[src/rtl/lcdc_defs.vh]
// Constants for the LCD display core: timing counts, modes and reset values.
// Assumes a 100 MHz mclk; included by the core by bare name.
`ifndef LCDC_DEFS_VH
`define LCDC_DEFS_VH
// Clock rate and display oscillator model
`define LCDC_MCLK_HZ        100000000
`define LCDC_OSC_HZ         32768
`define LCDC_OSC_DIV        (`LCDC_MCLK_HZ / `LCDC_OSC_HZ)
// Frame rate selection codes
`define LCDC_FR_64          2'h0
`define LCDC_FR_85          2'h1
`define LCDC_FR_128         2'h2
`define LCDC_FR_170         2'h3
// Oscillator ticks per common phase for each frame rate (frame = 4 phases)
`define LCDC_PH_64          8'h80
`define LCDC_PH_85          8'h60
`define LCDC_PH_128         8'h40
`define LCDC_PH_170         8'h30
// Blink codes and half periods in oscillator ticks
`define LCDC_BL_OFF         2'h0
`define LCDC_BL_2HZ         2'h1
`define LCDC_BL_1HZ         2'h2
`define LCDC_BL_05HZ        2'h3
`define LCDC_BLH_2HZ        16'h2000
`define LCDC_BLH_1HZ        16'h4000
`define LCDC_BLH_05HZ       16'h8000
// Drive modes: maximum address per mode
`define LCDC_MAX_32         4'hF
`define LCDC_MAX_28         4'hD
`define LCDC_MAX_24         4'hB
// Bias select values
`define LCDC_BIAS_THIRD     1'b1
`define LCDC_BIAS_HALF      1'b0
// Drive level codes for each output line (2 bits)
`define LCDC_LVL_VSS        2'h0
`define LCDC_LVL_LO         2'h1
`define LCDC_LVL_HI         2'h2
`define LCDC_LVL_LCD_SUPPLY_PIN       2'h3
// Host interface wait after reset, in ms
`define LCDC_RST_WAIT_MS    1
`endif

[src/rtl/lcdc_core.v]
// LCD display core: 32x4 display memory, common/segment scan, LED sinks.
// Assumes a command decoder feeds the strobes below synchronously to mclk.
// Operation
// [RULE1] Power-on selects 1/3 bias, oscillator and bias generator stopped, display off.
// [RULE2] Power-on disables the regulator and enables internal voltage adjust.
// [RULE3] Every reset sets 64Hz frame rate, blink off, shared lines as segments.
// [RULE4] Low external reset restores all the same defaults as power-on; the code keeps iva_en_q, iva_level_q and led_q.
// [RULE5] Either reset drives all commons and segments to the lcd supply level.
// [RULE6] Display memory is 32x4 static bits; one lights a segment, zero darkens.
// [RULE7] Memory columns 0..3 drive segments during common phases 0..3.
// [RULE8] Byte N holds segment 2N in bits 3..0, segment 2N+1 in bits 7..4.
// [RULE9] LED data bit 7 controls LED7 down to bit 0 controlling LED0.
// [RULE10] Share-high bit clear: 32 segments, addresses 00H to 0FH, reset default.
// [RULE11] Share-high set, share-low clear: 28 segments plus 4 LEDs, to 0DH.
// [RULE12] Both share bits set: 24 segments plus 8 LEDs, addresses to 0BH.
// [RULE13] Internal oscillator times logic and waveforms, starts stopped.
// [RULE14] Full-scale voltage from supply pin or regulator set by voltage adjust.
// [RULE15] Half bias switches centre divider resistor out; third bias keeps all four.
// [RULE16] Frame rate selectable among 64, 85.3, 128 and 170.6 Hz.
// [RULE17] Commons scanned at 1/4 duty, one active per quarter frame.
// [RULE18] Data-input command loads pointer; one or many bytes stored from there.
// [RULE19] Enabled blinking flashes the whole display at a divided oscillator rate.
// [RULE20] Host waits at least 1 ms after reset before serial transfers.
// [RULE21] Blink codes 0..3 mean off, 2Hz, 1Hz, 0.5Hz.
// [RULE22] Pointer increments after each byte and wraps to zero past mode maximum.
// [RULE23] LED bit one turns its open-drain sink on; zero turns it off.
// [RULE24] Display off or oscillator stopped holds lines at reset level, keeps memory.
// [RULE25] Lines assigned as LEDs follow LED data, ignoring display memory.
//
// The placing of the registers and the strobed register port were chosen for this implementation.
`timescale 1ns/1ps
`include "lcdc_defs.vh"
module lcdc_core (
   // Clock and resets
   input  wire        mclk,
   input  wire        sys_rst,
   input  wire        external_reset_low,

   // Command side
   input  wire        cmd_ptr_load,
   input  wire [3:0]  cmd_ptr_addr,
   input  wire        cmd_data_wr,
   input  wire [7:0]  cmd_data,
   input  wire        cmd_mode_wr,
   input  wire        led_share_hi_bit,
   input  wire        led_share_lo_bit,
   input  wire        cmd_sys_wr,
   input  wire        cmd_osc_on,
   input  wire        cmd_disp_on,
   input  wire        cmd_bias_third,
   input  wire        cmd_frame_wr,
   input  wire [1:0]  cmd_frame_sel,
   input  wire        cmd_blink_wr,
   input  wire [1:0]  cmd_blink_sel,
   input  wire        cmd_reg_wr,
   input  wire        cmd_reg_en,
   input  wire        cmd_iva_en,
   input  wire [2:0]  cmd_iva_level,
   input  wire        cmd_led_wr,
   input  wire [7:0]  cmd_led_data,
   input  wire        cmd_rd,

   // Readback
   output reg  [7:0]  rd_data_q,
   output reg  [3:0]  ptr_q,

   // Panel drive, two level bits per common and segment line, one bit per LED sink
   output reg  [7:0]  common_drive_lines,
   output reg  [63:0] segment_drive_lines,
   output reg  [7:0]  led_sink_outputs,

   // Analog controls
   output reg         bias_third_q,
   output reg         bias_gen_on_q,
   output reg         reg_en_q,
   output reg         iva_en_q,
   output reg  [2:0]  iva_level_q,
   output reg         osc_on_q,
   output reg         disp_on_q
);
   // Control state
   reg  [1:0]  frame_sel_q;
   reg  [1:0]  blink_sel_q;
   reg  [1:0]  mode_q;
   reg  [7:0]  led_q;

   // Display memory, one nibble per segment
   reg  [3:0]  mem_q [0:31];

   // Oscillator, common scan and blink timing
   reg  [15:0] osc_cnt_q;
   reg         tick_q;
   reg  [7:0]  ph_cnt_q;
   reg  [1:0]  com_q;
   reg         inv_q;
   reg  [15:0] blk_cnt_q;
   reg         blk_off_q;

   // Reset and derived values
   reg         ext_q;
   wire        rst_any;
   reg  [3:0]  max_addr;
   reg  [7:0]  ph_len;
   reg  [15:0] blk_half;
   reg  [7:0]  led_en;
   wire        drive_on;
   reg  [3:0]  ptr_d;

   // Last divider count, cut to the counter width
   localparam [31:0] OSC_LAST_W = `LCDC_OSC_DIV - 1;
   localparam [15:0] OSC_LAST   = OSC_LAST_W[15:0];

   // External reset is synchronised and resets all but the voltage adjust, LED data and display memory
   always @(posedge mclk or posedge sys_rst) begin
      if (sys_rst)
         ext_q <= 1'b1;
      else
         ext_q <= ~external_reset_low; // RULE4
   end

   // Reset from the pin, one clock of latency
   assign rst_any = ext_q;

   // Mode maximum address
   always @* begin
      case (mode_q)
         2'h3:    max_addr = `LCDC_MAX_24; // RULE12
         2'h2:    max_addr = `LCDC_MAX_28; // RULE11
         default: max_addr = `LCDC_MAX_32; // RULE10
      endcase
   end

   // Phase length per frame rate
   always @* begin
      case (frame_sel_q)
         `LCDC_FR_85:  ph_len = `LCDC_PH_85; // RULE16
         `LCDC_FR_128: ph_len = `LCDC_PH_128;
         `LCDC_FR_170: ph_len = `LCDC_PH_170;
         default:      ph_len = `LCDC_PH_64;
      endcase
   end

   // Blink half period in oscillator ticks
   always @* begin
      case (blink_sel_q)
         `LCDC_BL_2HZ: blk_half = `LCDC_BLH_2HZ; // RULE21
         `LCDC_BL_1HZ: blk_half = `LCDC_BLH_1HZ;
         default:      blk_half = `LCDC_BLH_05HZ;
      endcase
   end

   // LED sinks enabled by the drive mode
   always @* begin
      case (mode_q)
         2'h3:    led_en = 8'hFF;
         2'h2:    led_en = 8'h0F;
         default: led_en = 8'h00;
      endcase
   end

   // Panel driven only with oscillator and display both on
   assign drive_on = osc_on_q & disp_on_q; // RULE24

   // Power, display and bias controls
   always @(posedge mclk or posedge sys_rst) begin
      if (sys_rst) begin
         bias_third_q  <= `LCDC_BIAS_THIRD; // RULE1
         bias_gen_on_q <= 1'b0;
         osc_on_q      <= 1'b0;             // RULE13
         disp_on_q     <= 1'b0;
      end else if (rst_any) begin
         bias_third_q  <= `LCDC_BIAS_THIRD; // RULE4
         bias_gen_on_q <= 1'b0;
         osc_on_q      <= 1'b0;
         disp_on_q     <= 1'b0;
      end else if (cmd_sys_wr) begin
         osc_on_q      <= cmd_osc_on;
         bias_gen_on_q <= cmd_osc_on & cmd_disp_on;
         disp_on_q     <= cmd_disp_on;
         bias_third_q  <= cmd_bias_third;   // RULE15
      end
   end

   // Regulator and voltage adjust; pin reset keeps the adjust setting
   always @(posedge mclk or posedge sys_rst) begin
      if (sys_rst) begin
         reg_en_q    <= 1'b0; // RULE2
         iva_en_q    <= 1'b1;
         iva_level_q <= 3'h0;
      end else if (rst_any) begin
         reg_en_q    <= 1'b0;
      end else if (cmd_reg_wr) begin
         reg_en_q    <= cmd_reg_en; // RULE14
         iva_en_q    <= cmd_iva_en;
         iva_level_q <= cmd_iva_level;
      end
   end

   // Frame rate and blink selects
   always @(posedge mclk or posedge sys_rst) begin
      if (sys_rst) begin
         frame_sel_q <= `LCDC_FR_64; // RULE3
         blink_sel_q <= `LCDC_BL_OFF;
      end else if (rst_any) begin
         frame_sel_q <= `LCDC_FR_64;
         blink_sel_q <= `LCDC_BL_OFF;
      end else begin
         if (cmd_frame_wr)
            frame_sel_q <= cmd_frame_sel;
         if (cmd_blink_wr)
            blink_sel_q <= cmd_blink_sel;
      end
   end

   // Drive mode and LED data
   always @(posedge mclk or posedge sys_rst) begin
      if (sys_rst) begin
         mode_q <= 2'h0;
         led_q  <= 8'h00;
      end else if (rst_any) begin
         mode_q <= 2'h0;
      end else begin
         if (cmd_mode_wr)
            mode_q <= {led_share_hi_bit, led_share_hi_bit & led_share_lo_bit};
         if (cmd_led_wr)
            led_q <= cmd_led_data; // RULE9
      end
   end

   // Pointer next value
   always @* begin
      ptr_d = ptr_q;
      if (cmd_ptr_load) begin
         if (cmd_ptr_addr > max_addr)
            ptr_d = 4'h0; // Out of range loads land on zero
         else
            ptr_d = cmd_ptr_addr; // RULE18
      end else if (cmd_data_wr | cmd_rd) begin
         if (ptr_q >= max_addr)
            ptr_d = 4'h0; // RULE22
         else
            ptr_d = ptr_q + 4'h1;
      end
   end

   // Address pointer
   always @(posedge mclk or posedge sys_rst) begin
      if (sys_rst)
         ptr_q <= 4'h0;
      else if (rst_any)
         ptr_q <= 4'h0;
      else
         ptr_q <= ptr_d;
   end

   // Readback byte, updated by each read strobe
   always @(posedge mclk or posedge sys_rst) begin
      if (sys_rst)
         rd_data_q <= 8'h00;
      else if (rst_any)
         rd_data_q <= 8'h00;
      else if (cmd_rd)
         rd_data_q <= {mem_q[{ptr_q, 1'b1}], mem_q[{ptr_q, 1'b0}]}; // RULE8
   end

   // Display memory: kept across resets and display off
   always @(posedge mclk) begin
      if (cmd_data_wr & ~rst_any) begin
         mem_q[{ptr_q, 1'b0}] <= cmd_data[3:0]; // RULE8
         mem_q[{ptr_q, 1'b1}] <= cmd_data[7:4]; // RULE6
      end
   end

   // Oscillator model: tick at the display oscillator rate
   always @(posedge mclk or posedge sys_rst) begin
      if (sys_rst) begin
         osc_cnt_q <= 16'h0000;
         tick_q    <= 1'b0;
      end else if (rst_any | ~osc_on_q) begin
         osc_cnt_q <= 16'h0000; // RULE13
         tick_q    <= 1'b0;
      end else if (osc_cnt_q == OSC_LAST) begin
         osc_cnt_q <= 16'h0000;
         tick_q    <= 1'b1;
      end else begin
         osc_cnt_q <= osc_cnt_q + 16'h0001;
         tick_q    <= 1'b0;
      end
   end

   // Common scan: each phase split into two polarity halves to keep drive AC
   always @(posedge mclk or posedge sys_rst) begin
      if (sys_rst) begin
         ph_cnt_q <= 8'h00;
         com_q    <= 2'h0;
         inv_q    <= 1'b0;
      end else if (rst_any | ~osc_on_q) begin
         ph_cnt_q <= 8'h00;
         com_q    <= 2'h0;
         inv_q    <= 1'b0;
      end else if (tick_q) begin
         if (ph_cnt_q >= ph_len - 8'h02) begin // Counts by two: half a phase
            ph_cnt_q <= 8'h00;
            inv_q    <= ~inv_q;
            if (inv_q)
               com_q <= com_q + 2'h1; // RULE17
         end else begin
            ph_cnt_q <= ph_cnt_q + 8'h02;
         end
      end
   end

   // Blink timer: whole display dark on alternate half periods
   always @(posedge mclk or posedge sys_rst) begin
      if (sys_rst) begin
         blk_cnt_q <= 16'h0000;
         blk_off_q <= 1'b0;
      end else if (rst_any | ~osc_on_q | (blink_sel_q == `LCDC_BL_OFF)) begin
         blk_cnt_q <= 16'h0000;
         blk_off_q <= 1'b0;
      end else if (tick_q) begin
         if (blk_cnt_q >= blk_half - 16'h0001) begin
            blk_cnt_q <= 16'h0000;
            blk_off_q <= ~blk_off_q; // RULE19
         end else begin
            blk_cnt_q <= blk_cnt_q + 16'h0001;
         end
      end
   end

   // Output drive levels
   genvar s;

   generate
      for (s = 0; s < 32; s = s + 1) begin : g_seg
         wire is_led = (s >= 28 && mode_q[1]) || (s >= 24 && mode_q == 2'h3);
         wire on_bit = mem_q[s][com_q] & ~blk_off_q; // RULE7
         // Lit segment opposes the active common; dark one sits at a mid level
         always @(posedge mclk or posedge sys_rst) begin
            if (sys_rst)
               segment_drive_lines[2*s+1:2*s] <= `LCDC_LVL_LCD_SUPPLY_PIN; // RULE5
            else if (rst_any | ~drive_on | is_led)
               segment_drive_lines[2*s+1:2*s] <= `LCDC_LVL_LCD_SUPPLY_PIN; // RULE25
            else begin
               case ({on_bit, inv_q})
                  2'b10:   segment_drive_lines[2*s+1:2*s] <= `LCDC_LVL_VSS;
                  2'b11:   segment_drive_lines[2*s+1:2*s] <= `LCDC_LVL_LCD_SUPPLY_PIN;
                  2'b01:   segment_drive_lines[2*s+1:2*s] <= `LCDC_LVL_LO;
                  default: segment_drive_lines[2*s+1:2*s] <= `LCDC_LVL_HI;
               endcase
            end
         end
      end

      for (s = 0; s < 4; s = s + 1) begin : g_com
         // Active common swings full; idle commons sit at mid levels
         always @(posedge mclk or posedge sys_rst) begin
            if (sys_rst)
               common_drive_lines[2*s+1:2*s] <= `LCDC_LVL_LCD_SUPPLY_PIN; // RULE5
            else if (rst_any | ~drive_on)
               common_drive_lines[2*s+1:2*s] <= `LCDC_LVL_LCD_SUPPLY_PIN; // RULE24
            else begin
               case ({com_q == s, inv_q})
                  2'b10:   common_drive_lines[2*s+1:2*s] <= `LCDC_LVL_LCD_SUPPLY_PIN;
                  2'b11:   common_drive_lines[2*s+1:2*s] <= `LCDC_LVL_VSS;
                  2'b01:   common_drive_lines[2*s+1:2*s] <= `LCDC_LVL_HI;
                  default: common_drive_lines[2*s+1:2*s] <= `LCDC_LVL_LO;
               endcase
            end
         end
      end

      for (s = 0; s < 8; s = s + 1) begin : g_led
         // Segment 24+k carries LED(7-k)
         always @(posedge mclk or posedge sys_rst) begin
            if (sys_rst)
               led_sink_outputs[s] <= 1'b0;
            else if (rst_any)
               led_sink_outputs[s] <= 1'b0;
            else
               led_sink_outputs[s] <= led_q[s] & led_en[s]; // RULE23
         end
      end
   endgenerate
endmodule // lcdc_core

[config.mk]
export PLATFORM = sky130hd
export DESIGN_NAME = lcdc_core
export DESIGN_NICKNAME = d
export VERILOG_FILES = /design/src/rtl/lcdc_core.v
export VERILOG_INCLUDE_DIRS = /design/src /design/src/rtl
export SDC_FILE = /design/constraint.sdc
export NUM_CORES = 1
export LEC_CHECK = 0
export BUFFER_PORTS_ARGS = -buffer_cell sky130_fd_sc_hd__buf_2
export CAP_MARGIN = 20
export CORE_ASPECT_RATIO = 1.1
export CORE_MARGIN = 4
export CORE_UTILIZATION = 50
export CTS_CLUSTER_SIZE = 16
export DETAILED_ROUTE_END_ITERATION = 16
export PLACE_DENSITY_LB_ADDON = 0.12
export SETUP_SLACK_MARGIN = 0.2
export SLEW_MARGIN = 5
export SYNTH_ARGS = -nofsm -noshare
export SYNTH_HDL_FRONTEND = slang
export SYNTH_SLANG_ARGS = --single-unit
[constraint.sdc]
create_clock -name mclk -period 4.5 [get_ports mclk]
set_input_delay 1.35 -clock mclk [delete_from_list [all_inputs] [get_ports mclk]]
set_output_delay 1.35 -clock mclk [all_outputs]
set_load 0.03 [all_outputs]
Yosys cells after proc, flatten, opt, wreduce, memory -nomap -nowiden. Memories as Yosys holds them, arrays and structs flattened. Index checks and enable logic that the tools add are counted.

Bits in registers: 161. Bits in writable memories: 128. Input bits: 46. Word-level logic and storage cells: 466. Memories: 1.

Memories: mem_q (words 32, bits a word 4, rd ports 34, clocked after memory_dff 0, wr ports 2, line lcdc_core.v:88) `reg [3:0] mem_q [0:31];`.

$add $sub $neg: 7. $lt $le $gt $ge: 5. Equality and inequality tests: 119. Mux-type cells: 193. Bitwise gates (word level): 56. Reduce and logical (&&, ||, !) cells: 20.

Operators with widths (count): $pmux 2 s3 (36); $eq 2x2->1 const B (79); $mux 2 (46); $mux 16 (5); $eq 2x1->1 const B (39); $bmux 1 s2 (32); $mux 1 (60); $and 1x1->1 (44); $mux 8 (5); $add 16x1->16 const B (2); $pmux 16 s2 (1); $pmux 8 s3 (1); $reduce_bool 2->1 (11); $mux 4 (5); $eq 16x12->1 const B (1); $ge 16x16->1 (1); $pmux 8 s2 (1); $sub 16x1->16 const B (1); $add 8x2->8 const B (1); $ge 8x8->1 (1); $reduce_and 2->1 (4); $sub 8x2->8 const B (1); $not 1->1 (6); $or 1x1->1 (6); other kinds (10) (11).

Longest topological paths before layout.
Depth in word-level cells: 7. Gate-level depth with buffers: 9. Depth with buffers taken out: 8.

Least setup slack after synthesis. OpenSTA, ideal clock, no wires.

Path type: input to register. Start: in cmd_data_wr. End: mem mem_q[0][0] (enable). Setup time: 0.383 ns. Arrival time: 2.312 ns. Data required time: 4.117 ns. Slack: 1.804 ns. Stages on the path: 3. Buffers on the path: 1. Path through: clkbuf_1 > nand2b_1 > nor3_1.

RTL lines: start, declared (line lcdc_core.v:42) `input wire cmd_data_wr,`; end, declared (line lcdc_core.v:88).

Final worst setup path.
Start: reg ptr_q[0]. End: out ptr_q[0].

RTL lines: start, declared (line lcdc_core.v:65) `output reg [3:0] ptr_q,`; start signal, assigned (line lcdc_core.v:253) `ptr_q <= ptr_d;`.

No word-level cell between the ends.

==> impl_metrics.toml <==
[drt]
viasPerCell = 5.76
drt-pass1-iter-count = 5
antenna_left = 0
vias = 7693
wire_per_inst_um = 21.4
drc = 0
wirelength_mm = 28.5
drt_iter0_drc = 605

[run_status]
status = "finished, final reports clean"

[critical_path]
path_depth = 1
startpoint = "ptr_q[0]"
critPathTopFamily = "flip-flops"
crit_chain = "buf_2"
worst-r2r-cell-count = 8
cp_max_fo = 23
end_kind = "primary output"
critPathMaxStageDelay_ns = 0.78
start_kind = "flop"
slowest_stage = "dfrtp_2"
cp.required_ns = 3.15
ff2ff_setup_slack_ns = 1.56
rr_endpoint = "blk_cnt_q[15]"
worstSetupPathType = "flop to primary output"
crit_end = "ptr_q[0]"
crit_buf_inv = 1
arrival_ns = 1.65
rr_startpoint = "blink_sel_q[0]"

[sta]
setup_viol_count_final = 0
slew_headroom_pct = 31.2
fmax_mhz = 334
slew_violations = 0
setup_tns_ns = 0
worstMarginPinSlew_ns = 1.02
min_period_ns = 3.00
fin_worst_skew_ns = 0.0227
fin_crit_sh_pct = 66.6
rsz0062_at_grt = "no"
finalHoldViolations = 0
holdWs_ns = 0.478

[floorplanning]
die_height_um = 172
core_area_sq_mm = 0.0238
initial_utilization_pct = 51.3
fp.dieW_um = 157
dieArea_sq_mm = 0.0270
ios = 147
num_rows = 59

[yosys]
synthDistinctLibCells = 59
synth_flop_cell = "edfxtp_1"
syn_area_sq_mm = 0.0122
synth_edf_count = 128
ys_warn_count = 0
syn_area_per_cell_sq_um = 13.6
async_flop_share_pct = 50.0
ys_ff_latch = 256
syn_inst = 902
yosysSeqAreaShare_pct = 58.1

[final_layout]
drive_above_1_share_pct = 32.6
stdcell_count = 1335
finalNetCount = 1080
synthToLayoutAreaGrowth_pct = 14.4
fin_util_pct = 58.7
design_area_sq_mm = 0.0140
n_antenna_cell = 0

[grt]
grt_max_degree = 57
grt_pass1_wl_mm = 44.1
antenna_found_initial = 0
track_usage_pct = 21.1
first_global_vias = 7458
overflow = 0

[cts]
cts_htree_levels = 1
clock-sinks = 256
cts-root-buf = "clkbuf_16"
cts_hold_buffers = 0
clk_latency_ns = 0.54
clk_pin_slew_ns = 0.07
cts.repair.resized = 0
cts_tree = "yes"
numCtsBuffers = 27
cts_max_path_buffers = 3
cts_setup_buffers = 0

[power]
power_density_mw_per_mm2 = 381
p_leak_nw = 5.20
vdd_ir_drop_max_uv = 287

[place]
io_buffers = 146
dpl_cell_area_sq_mm = 0.0130
dp.cells = 1283
place_hpwl_mm = 20.2
place.gp.congestion = 0.849

[job]
drv_cap = 0

[min_path]
hp-class = "flop to flop"
-- cells in the mapped netlist (21+ instances only) --
cell type,n,share of area (%)
edfxtp_1,128,31
nor2_1,59,1.8
dfrtp_1,85,17
nand2_1,73,2.2
ha_1,25,2.6
xnor2_1,46,3.3
a21oi_1,28,1.1
dfstp_2,43,9.2
nor3_1,21,0.86
buf_4,37,2.3
nand3_1,22,0.90
mux4_2,64,12
nand2b_1,41,2.1
-- worst reg2reg max path, delay by kind of cell, from the launching register on --
family                     cells  cell delay, ns
and+or+nand+nor                4            1.68
adders and majority gates      2            0.59
DFF                            1            0.38
AOI/OAI and AO/OA              1            0.15
buffers and inverters          1            0.06
-- power breakdown --
part           internal, W  switching [W]  total [W]
Sequential         0.00252      0.0000445    0.00256
Combinational     0.000136       0.000221   0.000357
Clock              0.00146       0.000945    0.00241
-- stage by stage --
step / power, W / worst slack, ns
3_5_place_dp: 0.00296 / 1.52
6_report: 0.00532 / 1.50
4_1_cts: 0.00538 / 1.42
5_1_grt: 0.00552 / 1.31
3_3_place_gp: 0.00296 / 1.62
2_1_floorplan: 0.00283 / 1.60
-- sequential cells by signal, indices dropped and copies added (netlist names), 2 cells and up --
| name | count |
|---|---|
| blink_sel_q | 2 |
| blk_cnt_q | 16 |
| com_q | 2 |
| common_drive_lines | 5 |
| frame_sel_q | 2 |
| iva_level_q | 3 |
| led_q | 8 |
| led_sink_outputs | 8 |
| mem_q | 128 |
| mode_q | 2 |
| osc_cnt_q | 16 |
| ph_cnt_q | 7 |
| ptr_q | 4 |
| rd_data_q | 8 |
| segment_drive_lines | 35 |
-- cells by family (layout without fill, tap and decap cells) --
kind of cell,count (synthesis),in the layout,share of synthesized area [%]
compound gates,87,87,4.47
xor+xnor,54,54,3.87
fa+ha+maj,25,25,2.56
buf+inv,92,219,4.13
flops,256,256,58.1
mux,95,95,14.5
other cells,1,2,0.0307
simple gates,292,292,12.4
-- metal layers --
| layer | part of all wire (%) | up-vias | wire length [um] | GRT usage (%) |
|---|---|---|---|---|
| met3 | 8.4 | 40 | 2410 | 4.13 |
| met4 | 2.0 | 0 | 563 | 4.90 |
| met2 | 46 | 321 | 13200 | 33.7 |
| li1 | - | 3497 | - | - |
| met1 | 43 | 3835 | 12300 | 30.3 |
| met5 | 0 | - | 0 | 0 |
-- layout make-up --
cell class,instances,area [sq um]
Inverter,12,48.8
Fill cell,1924,9860
Clock buffer,27,676
Clock inverter,23,307
Timing Repair Buffer,157,846
Sequential cell,256,7110
Multi-Input combinational cell,555,4620
Tap cell,305,382
-- layout by cell type (no fill, tap or decap), drive strengths merged, types with 23 or more instances in the layout --
cell type,count
a21oi,28
buf,156
clkbuf,28
dfrtp,85
dfstp,43
edfxtp,128
ha,25
mux4,64
nand2,74
nand2b,41
nand3,23
nor2,60
nor3,24
xnor2,46
-- worst min path at each step --
stage | start | to | slack [ns] | depth (start not counted)
global route | led_q[1] | led_sink_outputs[1] | 0.50 | 1
CTS | led_q[3] | led_sink_outputs[3] | 0.47 | 1
global placement | led_q[3] | led_sink_outputs[3] | 0.46 | 1
floorplan | led_q[0] | led_sink_outputs[0] | 0.45 | 1
detailed placement | led_q[3] | led_sink_outputs[3] | 0.46 | 1
finish | led_q[3] | led_sink_outputs[3] | 0.48 | 1
No activity file was read; power rests on OpenSTA's default activity.
